$ cat config.mk
export PLATFORM = sky130hd
export DESIGN_NAME = pcpl_top
export DESIGN_NICKNAME = d
export VERILOG_FILES = /design/src/pcpl_pkg.sv /design/src/pcpl_top.sv
export SDC_FILE = /design/constraint.sdc
export NUM_CORES = 1
export LEC_CHECK = 0
export ABC_CLOCK_PERIOD_IN_PS = 3500
export BUFFER_PORTS_ARGS = -buffer_cell sky130_fd_sc_hd__buf_4
export CAP_MARGIN = 25
export CORE_UTILIZATION = 25
export DETAILED_ROUTE_END_ITERATION = 6
export GPL_ROUTABILITY_DRIVEN = 0
export GPL_TIMING_DRIVEN = 0
export SKIP_CTS_REPAIR_TIMING = 1
export SLEW_MARGIN = 20
export SYNTH_ARGS = -nofsm -noshare
export SYNTH_HDL_FRONTEND = slang
export SYNTH_SLANG_ARGS = --single-unit
$ cat constraint.sdc
create_clock -name pclk -period 3.5 [get_ports pclk]
set_input_delay 1.05 -clock pclk [delete_from_list [all_inputs] [get_ports pclk]]
set_output_delay 1.05 -clock pclk [all_outputs]
set_load 0.05 [all_outputs]
$ cat src/pcpl_pkg.sv
// Constants, field layout and types for the power command priority latch.
// Assumes a 20 MHz pclk; all timing counts derive from CLK_HZ.
package pcpl_pkg;

    localparam int unsigned CLK_HZ = 20_000_000;
    localparam int unsigned TICK_HZ = 200;
    localparam int unsigned TICK_CYC = CLK_HZ / TICK_HZ;
    localparam int unsigned INHIBIT_MS = 250;
    localparam int unsigned DELAY_MS = 20;
    localparam int unsigned PULSE_MS = 10;
    localparam int unsigned INHIBIT_CYC = CLK_HZ / 1000 * INHIBIT_MS;
    localparam int unsigned DELAY_CYC = CLK_HZ / 1000 * DELAY_MS;
    localparam int unsigned PULSE_CYC = CLK_HZ / 1000 * PULSE_MS;
    localparam int TMR_W = 23;

    // Input must disagree with the output on this many ticks in a row
    localparam logic [2:0] DEB_TICKS = 3'h4;

    // Command channel indices, lowest priority first
    localparam int CMD_N = 6;
    localparam int C_LOW = 0;
    localparam int C_MED = 1;
    localparam int C_HIGH = 2;
    localparam int C_RAISE = 3;
    localparam int C_LOWER = 4;
    localparam int C_OFF = 5;
    localparam logic [2:0] CODE_NONE = 3'h0;
    localparam logic [2:0] CODE_BASE = 3'h2;

    // Same bit order as the channel indices
    typedef struct packed {
        logic off;
        logic lower;
        logic raise;
        logic high;
        logic med;
        logic low;
    } pcpl_cmd_s;

    // Stored power level
    typedef struct packed {
        logic off;
        logic high;
        logic med;
        logic low;
    } pcpl_lvl_s;

    typedef enum logic [2:0] {
        LC_IDLE = 3'h1,
        LC_DELAY = 3'h2,
        LC_PULSE = 3'h4
    } pcpl_lc_e;

    localparam logic [11:0] ADDR_CTRL = 12'h000;
    localparam logic [11:0] ADDR_STATUS = 12'h004;
    localparam logic [11:0] ADDR_DEBOUNCE = 12'h008;
    localparam logic [5:0] CTRL_RST = 6'h00;

    // Status field positions
    localparam int ST_LATCH = 0;
    localparam int ST_GATED = 4;
    localparam int ST_TURN_ON = 7;
    localparam int ST_INHIBIT_N = 8;
    localparam int ST_DEC_INH = 9;
    localparam int ST_LC_BUSY = 10;
    localparam int ST_CODE = 11;

endpackage

$ cat src/pcpl_top.sv
// Power command priority latch: debounce, priority pick, decode inhibit,
// level-change pulse, backed-up level latch, contactor gating, APB registers.
// Assumes command pins are asynchronous and active low; backup_rst_n comes
// from the backup supply monitor and is the only clear of the level latch.
`timescale 1ns/100ps

// Overview of operation
// Remote commands ignored while selector is local
// VSWR fault lowers; severe or interlock fault offs
// Six debounce channels on shared 200 Hz tick
// Debounced output changes after 3-4 stable ticks
// Issuer holds command low at least 20 ms
// Highest priority wins: off, lower, raise, high, med, low
// Encoder always on, switches code at once
// Decoder: one low output, all high when idle
// Latched off rising starts 0.25 s decode inhibit
// Supply fault clears decode inhibit immediately
// Raise and lower pass through, never latched
// Off, high, med, low ORed into level change
// 20 ms delay then 10 ms low change pulse
// Off with level still present: pulse at once
// Supply fault suppresses level change pulse
// Change pulse ORed with other strobes
// Level latch cleared only by backup reset
// Stored off triggers inhibit and contactor inhibit
// Level outputs ANDed with contactor inhibit line
// Any gated level high raises turn-on request
// Contactor inhibit on severe, secondary fault or off
// Tick and timers from pclk, lengths as parameters
module pcpl_top #(
    parameter int unsigned TICK_CYCLES = pcpl_pkg::TICK_CYC,
    parameter int unsigned INHIBIT_CYCLES = pcpl_pkg::INHIBIT_CYC,
    parameter int unsigned DELAY_CYCLES = pcpl_pkg::DELAY_CYC,
    parameter int unsigned PULSE_CYCLES = pcpl_pkg::PULSE_CYC
) (
    input wire logic pclk,
    input wire logic presetn,
    input wire logic backup_rst_n,
    input wire logic psel,
    input wire logic penable,
    input wire logic pwrite,
    input wire logic [11:0] paddr,
    input wire logic [31:0] pwdata,
    output logic [31:0] prdata,
    output logic pready,
    output logic pslverr,
    input wire pcpl_pkg::pcpl_cmd_s local_cmd_n,
    input wire pcpl_pkg::pcpl_cmd_s remote_cmd_n,
    input wire logic local_sel,
    input wire logic vswr_fault,
    input wire logic severe_fault,
    input wire logic interlock_fault,
    input wire logic secondary_fault,
    input wire logic supply_fault_n,
    input wire logic other_strobe,
    output logic debounce_tick,
    output pcpl_pkg::pcpl_cmd_s dec_n,
    output logic raise_cmd,
    output logic lower_cmd,
    output logic level_change_n,
    output logic data_strobe,
    output pcpl_pkg::pcpl_lvl_s power_level_latch,
    output logic [2:0] gated_level,
    output logic contactor_inhibit_n,
    output logic turn_on_request
);
    import pcpl_pkg::*;

    localparam int SYN_W = 2 * CMD_N + 6;
    // Idle pin levels, so leaving reset shows no false command or supply fault
    localparam logic [SYN_W-1:0] PIN_IDLE = {{(2 * CMD_N){1'b1}}, 6'h01};
    localparam logic [TMR_W-1:0] TICK_LAST = TMR_W'(TICK_CYCLES - 1);
    localparam logic [TMR_W-1:0] INH_LAST = TMR_W'(INHIBIT_CYCLES - 1);
    localparam logic [TMR_W-1:0] DLY_LAST = TMR_W'(DELAY_CYCLES - 1);
    localparam logic [TMR_W-1:0] PLS_LAST = TMR_W'(PULSE_CYCLES - 1);

    function automatic logic [2:0] prio_code(input logic [CMD_N-1:0] act);
        logic [2:0] c;
        c = CODE_NONE;
        for (int i = 0; i < CMD_N; i++) begin
            if (act[i]) begin
                c = CODE_BASE + 3'(i);
            end
        end
        return c;
    endfunction

    // Three-stage synchroniser; a change counts once stages two and three agree
    logic [SYN_W-1:0] pin_raw;
    logic [SYN_W-1:0] syn1_reg;
    logic [SYN_W-1:0] syn2_reg;
    logic [SYN_W-1:0] syn3_reg;
    logic [SYN_W-1:0] pin_f_reg;

    assign pin_raw = {local_cmd_n, remote_cmd_n, local_sel, vswr_fault, severe_fault,
                      interlock_fault, secondary_fault, supply_fault_n};

    always_ff @(posedge pclk or negedge presetn) begin
        if (!presetn) begin
            syn1_reg <= PIN_IDLE;
            syn2_reg <= PIN_IDLE;
            syn3_reg <= PIN_IDLE;
            pin_f_reg <= PIN_IDLE;
        end else begin
            syn1_reg <= pin_raw;
            syn2_reg <= syn1_reg;
            syn3_reg <= syn2_reg;
            if (syn2_reg == syn3_reg) begin
                pin_f_reg <= syn3_reg;
            end
        end
    end

    logic [CMD_N-1:0] local_f_n;
    logic [CMD_N-1:0] remote_f_n;
    logic local_sel_f;
    logic vswr_f;
    logic severe_f;
    logic interlock_f;
    logic secondary_f;
    logic supply_ok_f;

    assign local_f_n = pin_f_reg[SYN_W-1 -: CMD_N];
    assign remote_f_n = pin_f_reg[CMD_N+5 -: CMD_N];
    assign local_sel_f = pin_f_reg[5];
    assign vswr_f = pin_f_reg[4];
    assign severe_f = pin_f_reg[3];
    assign interlock_f = pin_f_reg[2];
    assign secondary_f = pin_f_reg[1];
    assign supply_ok_f = pin_f_reg[0];

    // Software commands act like an extra parallel source on each line
    logic [CMD_N-1:0] ctrl_reg;
    logic [CMD_N-1:0] cmd_raw_n;

    always_comb begin
        cmd_raw_n = local_f_n & ~ctrl_reg;
        if (!local_sel_f) begin
            cmd_raw_n = cmd_raw_n & remote_f_n;
        end
        if (vswr_f) begin
            cmd_raw_n[C_LOWER] = 1'b0;
        end
        if (severe_f || interlock_f) begin
            cmd_raw_n[C_OFF] = 1'b0;
        end
    end

    // Slow tick shared by the debouncer and exported
    logic [TMR_W-1:0] tick_cnt_reg;
    logic tick_reg;

    always_ff @(posedge pclk or negedge presetn) begin
        if (!presetn) begin
            tick_cnt_reg <= '0;
            tick_reg <= 1'b0;
        end else if (tick_cnt_reg == TICK_LAST) begin
            tick_cnt_reg <= '0;
            tick_reg <= 1'b1;
        end else begin
            tick_cnt_reg <= tick_cnt_reg + 1'b1;
            tick_reg <= 1'b0;
        end
    end

    assign debounce_tick = tick_reg;

    // Any disagreement that does not last resets the channel count
    logic [CMD_N-1:0] deb_n_reg;
    logic [2:0] deb_cnt_reg [CMD_N];

    always_ff @(posedge pclk or negedge presetn) begin
        if (!presetn) begin
            deb_n_reg <= '1;
            for (int i = 0; i < CMD_N; i++) begin
                deb_cnt_reg[i] <= '0;
            end
        end else begin
            for (int i = 0; i < CMD_N; i++) begin
                if (cmd_raw_n[i] == deb_n_reg[i]) begin
                    deb_cnt_reg[i] <= '0;
                end else if (tick_reg) begin
                    if (deb_cnt_reg[i] == DEB_TICKS - 3'h1) begin
                        deb_n_reg[i] <= cmd_raw_n[i];
                        deb_cnt_reg[i] <= '0;
                    end else begin
                        deb_cnt_reg[i] <= deb_cnt_reg[i] + 3'h1;
                    end
                end
            end
        end
    end

    // Encoder is never gated; only the decoder sees the inhibit
    logic [CMD_N-1:0] deb_act;
    logic [2:0] code;
    logic dinh_reg;
    logic [CMD_N-1:0] dec_next;
    logic [CMD_N-1:0] dec_n_reg;

    assign deb_act = ~deb_n_reg;
    assign code = prio_code(deb_act);

    always_comb begin
        for (int i = 0; i < CMD_N; i++) begin
            dec_next[i] = !(!dinh_reg && code == CODE_BASE + 3'(i));
        end
    end

    always_ff @(posedge pclk or negedge presetn) begin
        if (!presetn) begin
            dec_n_reg <= '1;
        end else begin
            dec_n_reg <= dec_next;
        end
    end

    assign dec_n = dec_n_reg;
    assign raise_cmd = !dec_n_reg[C_RAISE];
    assign lower_cmd = !dec_n_reg[C_LOWER];

    // Level-change sequencer
    pcpl_lvl_s dec_lvl;
    logic lvl_any;
    logic lvl_new;
    logic off_now;
    pcpl_lvl_s dec_lvl_reg;
    pcpl_lvl_s pend_reg;
    pcpl_lc_e lc_state_reg;
    logic [TMR_W-1:0] lc_cnt_reg;
    logic lcn_reg;

    assign dec_lvl = '{off: !dec_n_reg[C_OFF], high: !dec_n_reg[C_HIGH],
                       med: !dec_n_reg[C_MED], low: !dec_n_reg[C_LOW]};
    assign lvl_any = |dec_lvl;
    assign lvl_new = lvl_any && dec_lvl != dec_lvl_reg;
    // A fault-made off during turn-on must not wait for the delay
    assign off_now = lvl_new && dec_lvl.off &&
                     |{deb_act[C_HIGH], deb_act[C_MED], deb_act[C_LOW]};

    always_ff @(posedge pclk or negedge presetn) begin
        if (!presetn) begin
            dec_lvl_reg <= '0;
            pend_reg <= '0;
            lc_state_reg <= LC_IDLE;
            lc_cnt_reg <= '0;
            lcn_reg <= 1'b1;
        end else begin
            dec_lvl_reg <= dec_lvl;
            if (!supply_ok_f) begin
                lc_state_reg <= LC_IDLE;
                lc_cnt_reg <= '0;
                lcn_reg <= 1'b1;
            end else if (off_now) begin
                pend_reg <= dec_lvl;
                lc_state_reg <= LC_PULSE;
                lc_cnt_reg <= '0;
                lcn_reg <= 1'b0;
            end else if (lvl_new) begin
                pend_reg <= dec_lvl;
                lc_state_reg <= LC_DELAY;
                lc_cnt_reg <= '0;
                lcn_reg <= 1'b1;
            end else begin
                case (lc_state_reg)
                    LC_IDLE: begin
                        lcn_reg <= 1'b1;
                    end
                    LC_DELAY: begin
                        if (lc_cnt_reg == DLY_LAST) begin
                            lc_state_reg <= LC_PULSE;
                            lc_cnt_reg <= '0;
                            lcn_reg <= 1'b0;
                        end else begin
                            lc_cnt_reg <= lc_cnt_reg + 1'b1;
                        end
                    end
                    LC_PULSE: begin
                        if (lc_cnt_reg == PLS_LAST) begin
                            lc_state_reg <= LC_IDLE;
                            lc_cnt_reg <= '0;
                            lcn_reg <= 1'b1;
                        end else begin
                            lc_cnt_reg <= lc_cnt_reg + 1'b1;
                        end
                    end
                    default: begin
                        lc_state_reg <= LC_IDLE;
                        lcn_reg <= 1'b1;
                    end
                endcase
            end
        end
    end

    assign level_change_n = lcn_reg;

    logic strobe_reg;

    always_ff @(posedge pclk or negedge presetn) begin
        if (!presetn) begin
            strobe_reg <= 1'b0;
        end else begin
            strobe_reg <= !lcn_reg || other_strobe;
        end
    end

    assign data_strobe = strobe_reg;

    // Lives on the backup supply: system reset must not touch it
    pcpl_lvl_s latch_reg;
    logic lcn_d_reg;

    always_ff @(posedge pclk or negedge presetn) begin
        if (!presetn) begin
            lcn_d_reg <= 1'b1;
        end else begin
            lcn_d_reg <= lcn_reg;
        end
    end

    always_ff @(posedge pclk or negedge backup_rst_n) begin
        if (!backup_rst_n) begin
            latch_reg <= '0;
        end else if (!lcn_reg && lcn_d_reg) begin
            latch_reg <= pend_reg;
        end
    end

    assign power_level_latch = latch_reg;

    // Decode inhibit one-shot, started by the stored off
    logic off_d_reg;
    logic [TMR_W-1:0] dinh_cnt_reg;

    always_ff @(posedge pclk or negedge presetn) begin
        if (!presetn) begin
            off_d_reg <= 1'b0;
            dinh_reg <= 1'b0;
            dinh_cnt_reg <= '0;
        end else begin
            off_d_reg <= latch_reg.off;
            if (!supply_ok_f) begin
                dinh_reg <= 1'b0;
                dinh_cnt_reg <= '0;
            end else if (latch_reg.off && !off_d_reg) begin
                dinh_reg <= 1'b1;
                dinh_cnt_reg <= '0;
            end else if (dinh_reg) begin
                if (dinh_cnt_reg == INH_LAST) begin
                    dinh_reg <= 1'b0;
                end
                dinh_cnt_reg <= dinh_cnt_reg + 1'b1;
            end
        end
    end

    // Contactor gating and turn-on request
    logic inh_n_next;
    logic [2:0] gated_next;
    logic inh_n_reg;
    logic [2:0] gated_reg;
    logic ton_reg;

    assign inh_n_next = !(severe_f || secondary_f || latch_reg.off);
    assign gated_next = {latch_reg.high, latch_reg.med, latch_reg.low} &
                        {3{inh_n_next}};

    always_ff @(posedge pclk or negedge presetn) begin
        if (!presetn) begin
            inh_n_reg <= 1'b0;
            gated_reg <= '0;
            ton_reg <= 1'b0;
        end else begin
            inh_n_reg <= inh_n_next;
            gated_reg <= gated_next;
            ton_reg <= |gated_next;
        end
    end

    assign contactor_inhibit_n = inh_n_reg;
    assign gated_level = gated_reg;
    assign turn_on_request = ton_reg;

    // APB slave: read data captured in setup, answer in the first access cycle
    logic mapped;
    logic [31:0] rdata_next;
    logic [31:0] prdata_reg;

    assign mapped = paddr == ADDR_CTRL || paddr == ADDR_STATUS || paddr == ADDR_DEBOUNCE;

    always_comb begin
        rdata_next = '0;
        case (paddr)
            ADDR_CTRL: begin
                rdata_next[CMD_N-1:0] = ctrl_reg;
            end
            ADDR_STATUS: begin
                rdata_next[ST_LATCH +: 4] = latch_reg;
                rdata_next[ST_GATED +: 3] = gated_reg;
                rdata_next[ST_TURN_ON] = ton_reg;
                rdata_next[ST_INHIBIT_N] = inh_n_reg;
                rdata_next[ST_DEC_INH] = dinh_reg;
                rdata_next[ST_LC_BUSY] = lc_state_reg != LC_IDLE;
                rdata_next[ST_CODE +: 3] = code;
            end
            ADDR_DEBOUNCE: begin
                rdata_next[CMD_N-1:0] = deb_act;
            end
            default: begin
                rdata_next = '0;
            end
        endcase
    end

    always_ff @(posedge pclk or negedge presetn) begin
        if (!presetn) begin
            prdata_reg <= '0;
            ctrl_reg <= CTRL_RST;
        end else begin
            if (psel && !penable) begin
                prdata_reg <= rdata_next;
            end
            if (psel && penable && pwrite && paddr == ADDR_CTRL) begin
                ctrl_reg <= pwdata[CMD_N-1:0];
            end
        end
    end

    assign prdata = prdata_reg;
    assign pready = 1'b1;
    assign pslverr = psel && penable && !mapped;
endmodule

### After elaboration in Yosys (flattened, before gate mapping)

Index checks and enable logic that the tools add are counted.

* add/subtract/negate cells: 9
* equal/unequal tests: 35
* mux-type cells: 58
* bitwise operators: 11
* reductions and logical operators: 60

Operator list (number)
* $mux W23: 9
* $mux W3: 28
* $add A23 B1 Y23 const B: 3
* $pmux W23 S2: 1
* $eq A3 B2 Y1 const B: 9
* $eq A23 B17 Y1 const B: 1
* $eq A23 B18 Y1 const B: 1
* $eq A23 B19 Y1 const B: 1
* $eq A23 B23 Y1 const B: 1
* $reduce_and A3 Y1: 7
* $add A3 B1 Y3 const B: 6
* $eq A18 B18 Y1: 1
* $logic_not A1 Y1: 18
* $pmux W6 S3: 1
* $logic_and A1 B1 Y1: 16
* $eq A3 B3 Y1 const B: 5
* $reduce_bool A2 Y1: 7
* $and A6 B6 Y6: 2
* $eq A12 B3 Y1 const B: 1
* $eq A12 B4 Y1 const B: 1
* $logic_not A12 Y1: 1
* $mux W1: 12
* $not A6 Y6: 2
* $ne A5 B5 Y1 const B: 2
* 18 further kinds: 37

* flip-flop bits (word level): 217
* input port bits: 69
* output and inout port bits: 54
* word-level logic and storage cells: 217

### Longest topological paths before layout

* depth after elaboration: 10
* gate-level depth with buffers: 7

### Least setup slack after synthesis

No wires, ideal clock.

* path type: input to output
* from: in paddr[3]
* to: out pslverr
* data arrival time: 2.149 ns
* path slack: 0.301 ns
* stages on the path: 3
* buffers on the path: 1
* path through: clkbuf_1 -> a21oi_1 -> nor2_1

* cells in the longest elaborated chain, start to end: 5
* elaborated cells between the ends (all ways): 7
* those cells by class: 2 x eq/ne; 5 x reduce/logical

Ends and longest elaborated chain
* start: declaration: RTL line pcpl_top.sv:42 `input wire logic [11:0] paddr,`
* $eq A12 B3 Y1 / $logic_not A12 Y1 (equally long branches): RTL line pcpl_top.sv:390 `assign mapped = paddr == ADDR_CTRL || paddr == ADDR_STATUS || paddr == ADDR_DEBOUNCE;`
* $logic_or A1 B1 Y1: RTL line pcpl_top.sv:390
* $logic_or A1 B1 Y1 *: RTL line pcpl_top.sv:390
* $logic_not A1 Y1 *: RTL line pcpl_top.sv:432 `assign pslverr = psel && penable && !mapped;`
* $logic_and A1 B1 Y1 *: RTL line pcpl_top.sv:432
* end: declaration: RTL line pcpl_top.sv:46 `output logic pslverr,`

Mark *: on every way between the ends. The rest lies on a longest branch, timed or not.

### Final worst setup path

* from: in paddr[1]
* to: out pslverr

The elaborated chain is that of the path after synthesis.

==> impl_metrics.yaml <==
cts:
  clk_latency_ns: 0.50
  clock_sinks: 217
  cts-root-buf: "clkbuf_16"
  clkTransAtPathRegs_ns: 0.06
  h-tree-depth: 1
  cts_buffers: 23
  cts.path.max_buffers: 3
  cts_tree: "built"
sta:
  finalHoldViolations: 0
  skew_ns: 0.00617
  fmax_mhz: 327
  rsz0062_at_grt: "false"
  tightest_slew_ns: 0.981
  slew_headroom_pct: 34.0
  fin_crit_sh_pct: 87.4
  timing.final.max_slew_violations: 0
  setup_violations: 0
  fin_crit_ns: 3.06
  tns_ns: 0
worst_setup_path:
  endpoint_kind: "output port"
  crit_arrival_ns: 2.01
  worstSetupStartpointType: "input port"
  cp_common_cell: "buf_4"
  path_class: "in -> out"
  path_cells: "buf_4 > nor4_1 > nand3_1 > a21oi_1 > nor2_1 > buf_4"
  cp_slowest_cell: "nor4_1"
  crit_fanout: 4
  crit_required_ns: 2.45
  max_stage_delay_ns: 0.26
pwr:
  powerDensity_mw_per_mm2: 456
  cellLeakagePower_nw: 4.78
  switching_share_pct: 21.3
  p_int_w: 0.00409
  p_clk_share_pct: 46.7
  p_seq_share_pct: 49.6
  p_switching_w: 0.00111
  vdd_ir_drop_max_uv: 367
  p_comb_share_pct: 3.6
cells_and_area:
  final_common_cell: "dfrtp_1"
  layout_common_cells: "150 x dfrtp_1, 95 x buf_4, 67 x dfstp_2, 64 x nor2_1, 57 x xor2_1"
  post_route_cells_drive_above_1_share_pct: 26.1
  syn2layout_area_growth_pct: 21.8
  fin_nets: 1005
  diodes: 0
  fin_util_pct: 31.1
global_routing:
  gr-usage-met2_pct: 16.2
  grt_use_met1_pct: 15.0
  overflow: 0
  grt_max_degree: 95
  busiest_layer: "met2"
  grt_pass1_vias: 6325
  grt_pass1_wl_mm: 33.2
  grt_usage_pct: 10.6
  use_met3_pct: 2.04
  antenna_found_initial: 0
drt:
  drc: 0
  final_antenna_net_count: 0
  drt-wirelength-per-cell_um: 13.9
  vias_per_cell: 4.47
  route.final.wire_length_mm: 19.5
  via_count: 6309
  drtIter0Drc: 446
  drt-pass1-iter-count: 7
min_path:
  worst_hold_path_type: "in -> async"
synthesis:
  synthCells: 806
  avgSynthCellArea_um2: 11.6
  synthFlopType: "dfrtp_1"
  ys_seq_elements: 217
  async_reset_ff_share_pct: 100
  synth.distinct_cells: 62
  syn_area_mm2: 0.00936
  synth-edff-count: 0
  yosysWarnings: 0
  synth_seq_area_share_pct: 58.9
flow_run:
  cap_violations: 0
floorplanning:
  ios: 123
  dieWidth_um: 196
  die-area_mm2: 0.0382
  core_mm2: 0.0367
  die_y_um: 196
  row_count: 70
  start_util_pct: 25.5
placement:
  dp_hpwl_mm: 13.9
  io_buffers: 76
outcome:
  status: "finished, final reports clean"
worst paths after layout:
kind | from | to | slack [ns] | cells past startpoint
worst max-delay path | paddr[1] | pslverr | 0.44 | 6
worst min-delay path | backup_rst_n | power_level_latch[2] | 0.33 | 1
worst max register to register | syn3_reg[6] | pin_f_reg[13] | 0.86 | 6
worst min register to register | syn1_reg[5] | syn2_reg[5] | 0.35 | 0
max in group asynchronous | presetn | dec_n[3] | 1.88 | 3
min in group pclk | syn1_reg[5] | syn2_reg[5] | 0.35 | 0
worst max-delay path: cells and delay by family:
kind | cells | cell delay, ns
compound gates | 1 | 0.16
buf+inv | 2 | 0.29
simple gates | 3 | 0.51
area by class of cell:
cell class              instances  area, um2
well taps                     468        586
flip-flops and latches        217       5510
plain buffers                  42        277
fillers                      3674      25300
clock buffers                  34        667
inverters                      26       97.6
multi-input cells             538       3540
repair buffers                 79        638
clock inverters                 7       88.8
cells in the mapped netlist (3+ instances only):
master | instances | area, um2
nor4b_1 | 4 | 35.0
xor2_1 | 57 | 499
ha_1 | 9 | 113
nor3_1 | 31 | 155
nand2b_1 | 18 | 113
a21oi_1 | 13 | 65.1
o2111ai_1 | 8 | 70.1
xnor2_1 | 30 | 263
a22o_1 | 9 | 78.8
o211ai_1 | 12 | 90.1
nand3b_1 | 8 | 60.1
inv_1 | 26 | 97.6
mux2i_1 | 10 | 100
nor4_1 | 15 | 93.8
o21ai_0 | 31 | 155
nor2b_1 | 3 | 18.8
mux2_2 | 26 | 293
or4_1 | 6 | 45.0
dfrtp_1 | 150 | 3750
clkbuf_1 | 16 | 60.1
or3_1 | 7 | 43.8
nor2_1 | 64 | 240
dfstp_2 | 67 | 1760
and2_1 | 5 | 31.3
nand4_1 | 17 | 106
a211oi_1 | 5 | 37.5
buf_6 | 3 | 33.8
nand2_1 | 54 | 203
buf_4 | 20 | 150
a22oi_1 | 6 | 45.0
nand3_1 | 28 | 140
o31ai_1 | 4 | 30.0
and3_1 | 10 | 62.6
metal layers:
layer  routed length (um)  vias to the layer above
li1                     -                     3031
met1                 9550                     3127
met2                 8670                      125
met4                  405                        0
met3                  923                       26
met5                    0                        -
logic make-up after synthesis:
family / count (synthesis) / synth area share (%)
simple gates: 285 / 16.0
flops: 217 / 58.9
compound gates: 101 / 7.32
xor+xnor: 87 / 8.14
buf+inv: 68 / 4.00
mux: 37 / 4.32
fa+ha+maj: 9 / 1.20
other cells: 2 / 0.0802
through the flow:
step,cell area (um2),hold WS (ns),setup WS (ns),total power [W],instances
6_report,11400,0.327,0.440,0.00520,1411
5_1_grt,11400,0.308,0.331,0.00542,1411
2_1_floorplan,9430,0.331,0.301,0.00271,823
3_3_place_gp,10600,0.337,-0.169,0.00281,1367
3_5_place_dp,10600,0.336,0.110,0.00282,1370
4_1_cts,11400,0.308,0.435,0.00530,1411
power groups by stage:
stage / Sequential (W) / Clock, W / Combinational (W)
6_report: 0.00258 / 0.00243 / 0.000190
5_1_grt: 0.00258 / 0.00262 / 0.000210
4_1_cts: 0.00258 / 0.00252 / 0.000195
3_5_place_dp: 0.00263 / 0 / 0.000193
3_3_place_gp: 0.00262 / 0 / 0.000183
2_1_floorplan: 0.00262 / 0 / 0.0000891
(Power assumes the default switching activity.)
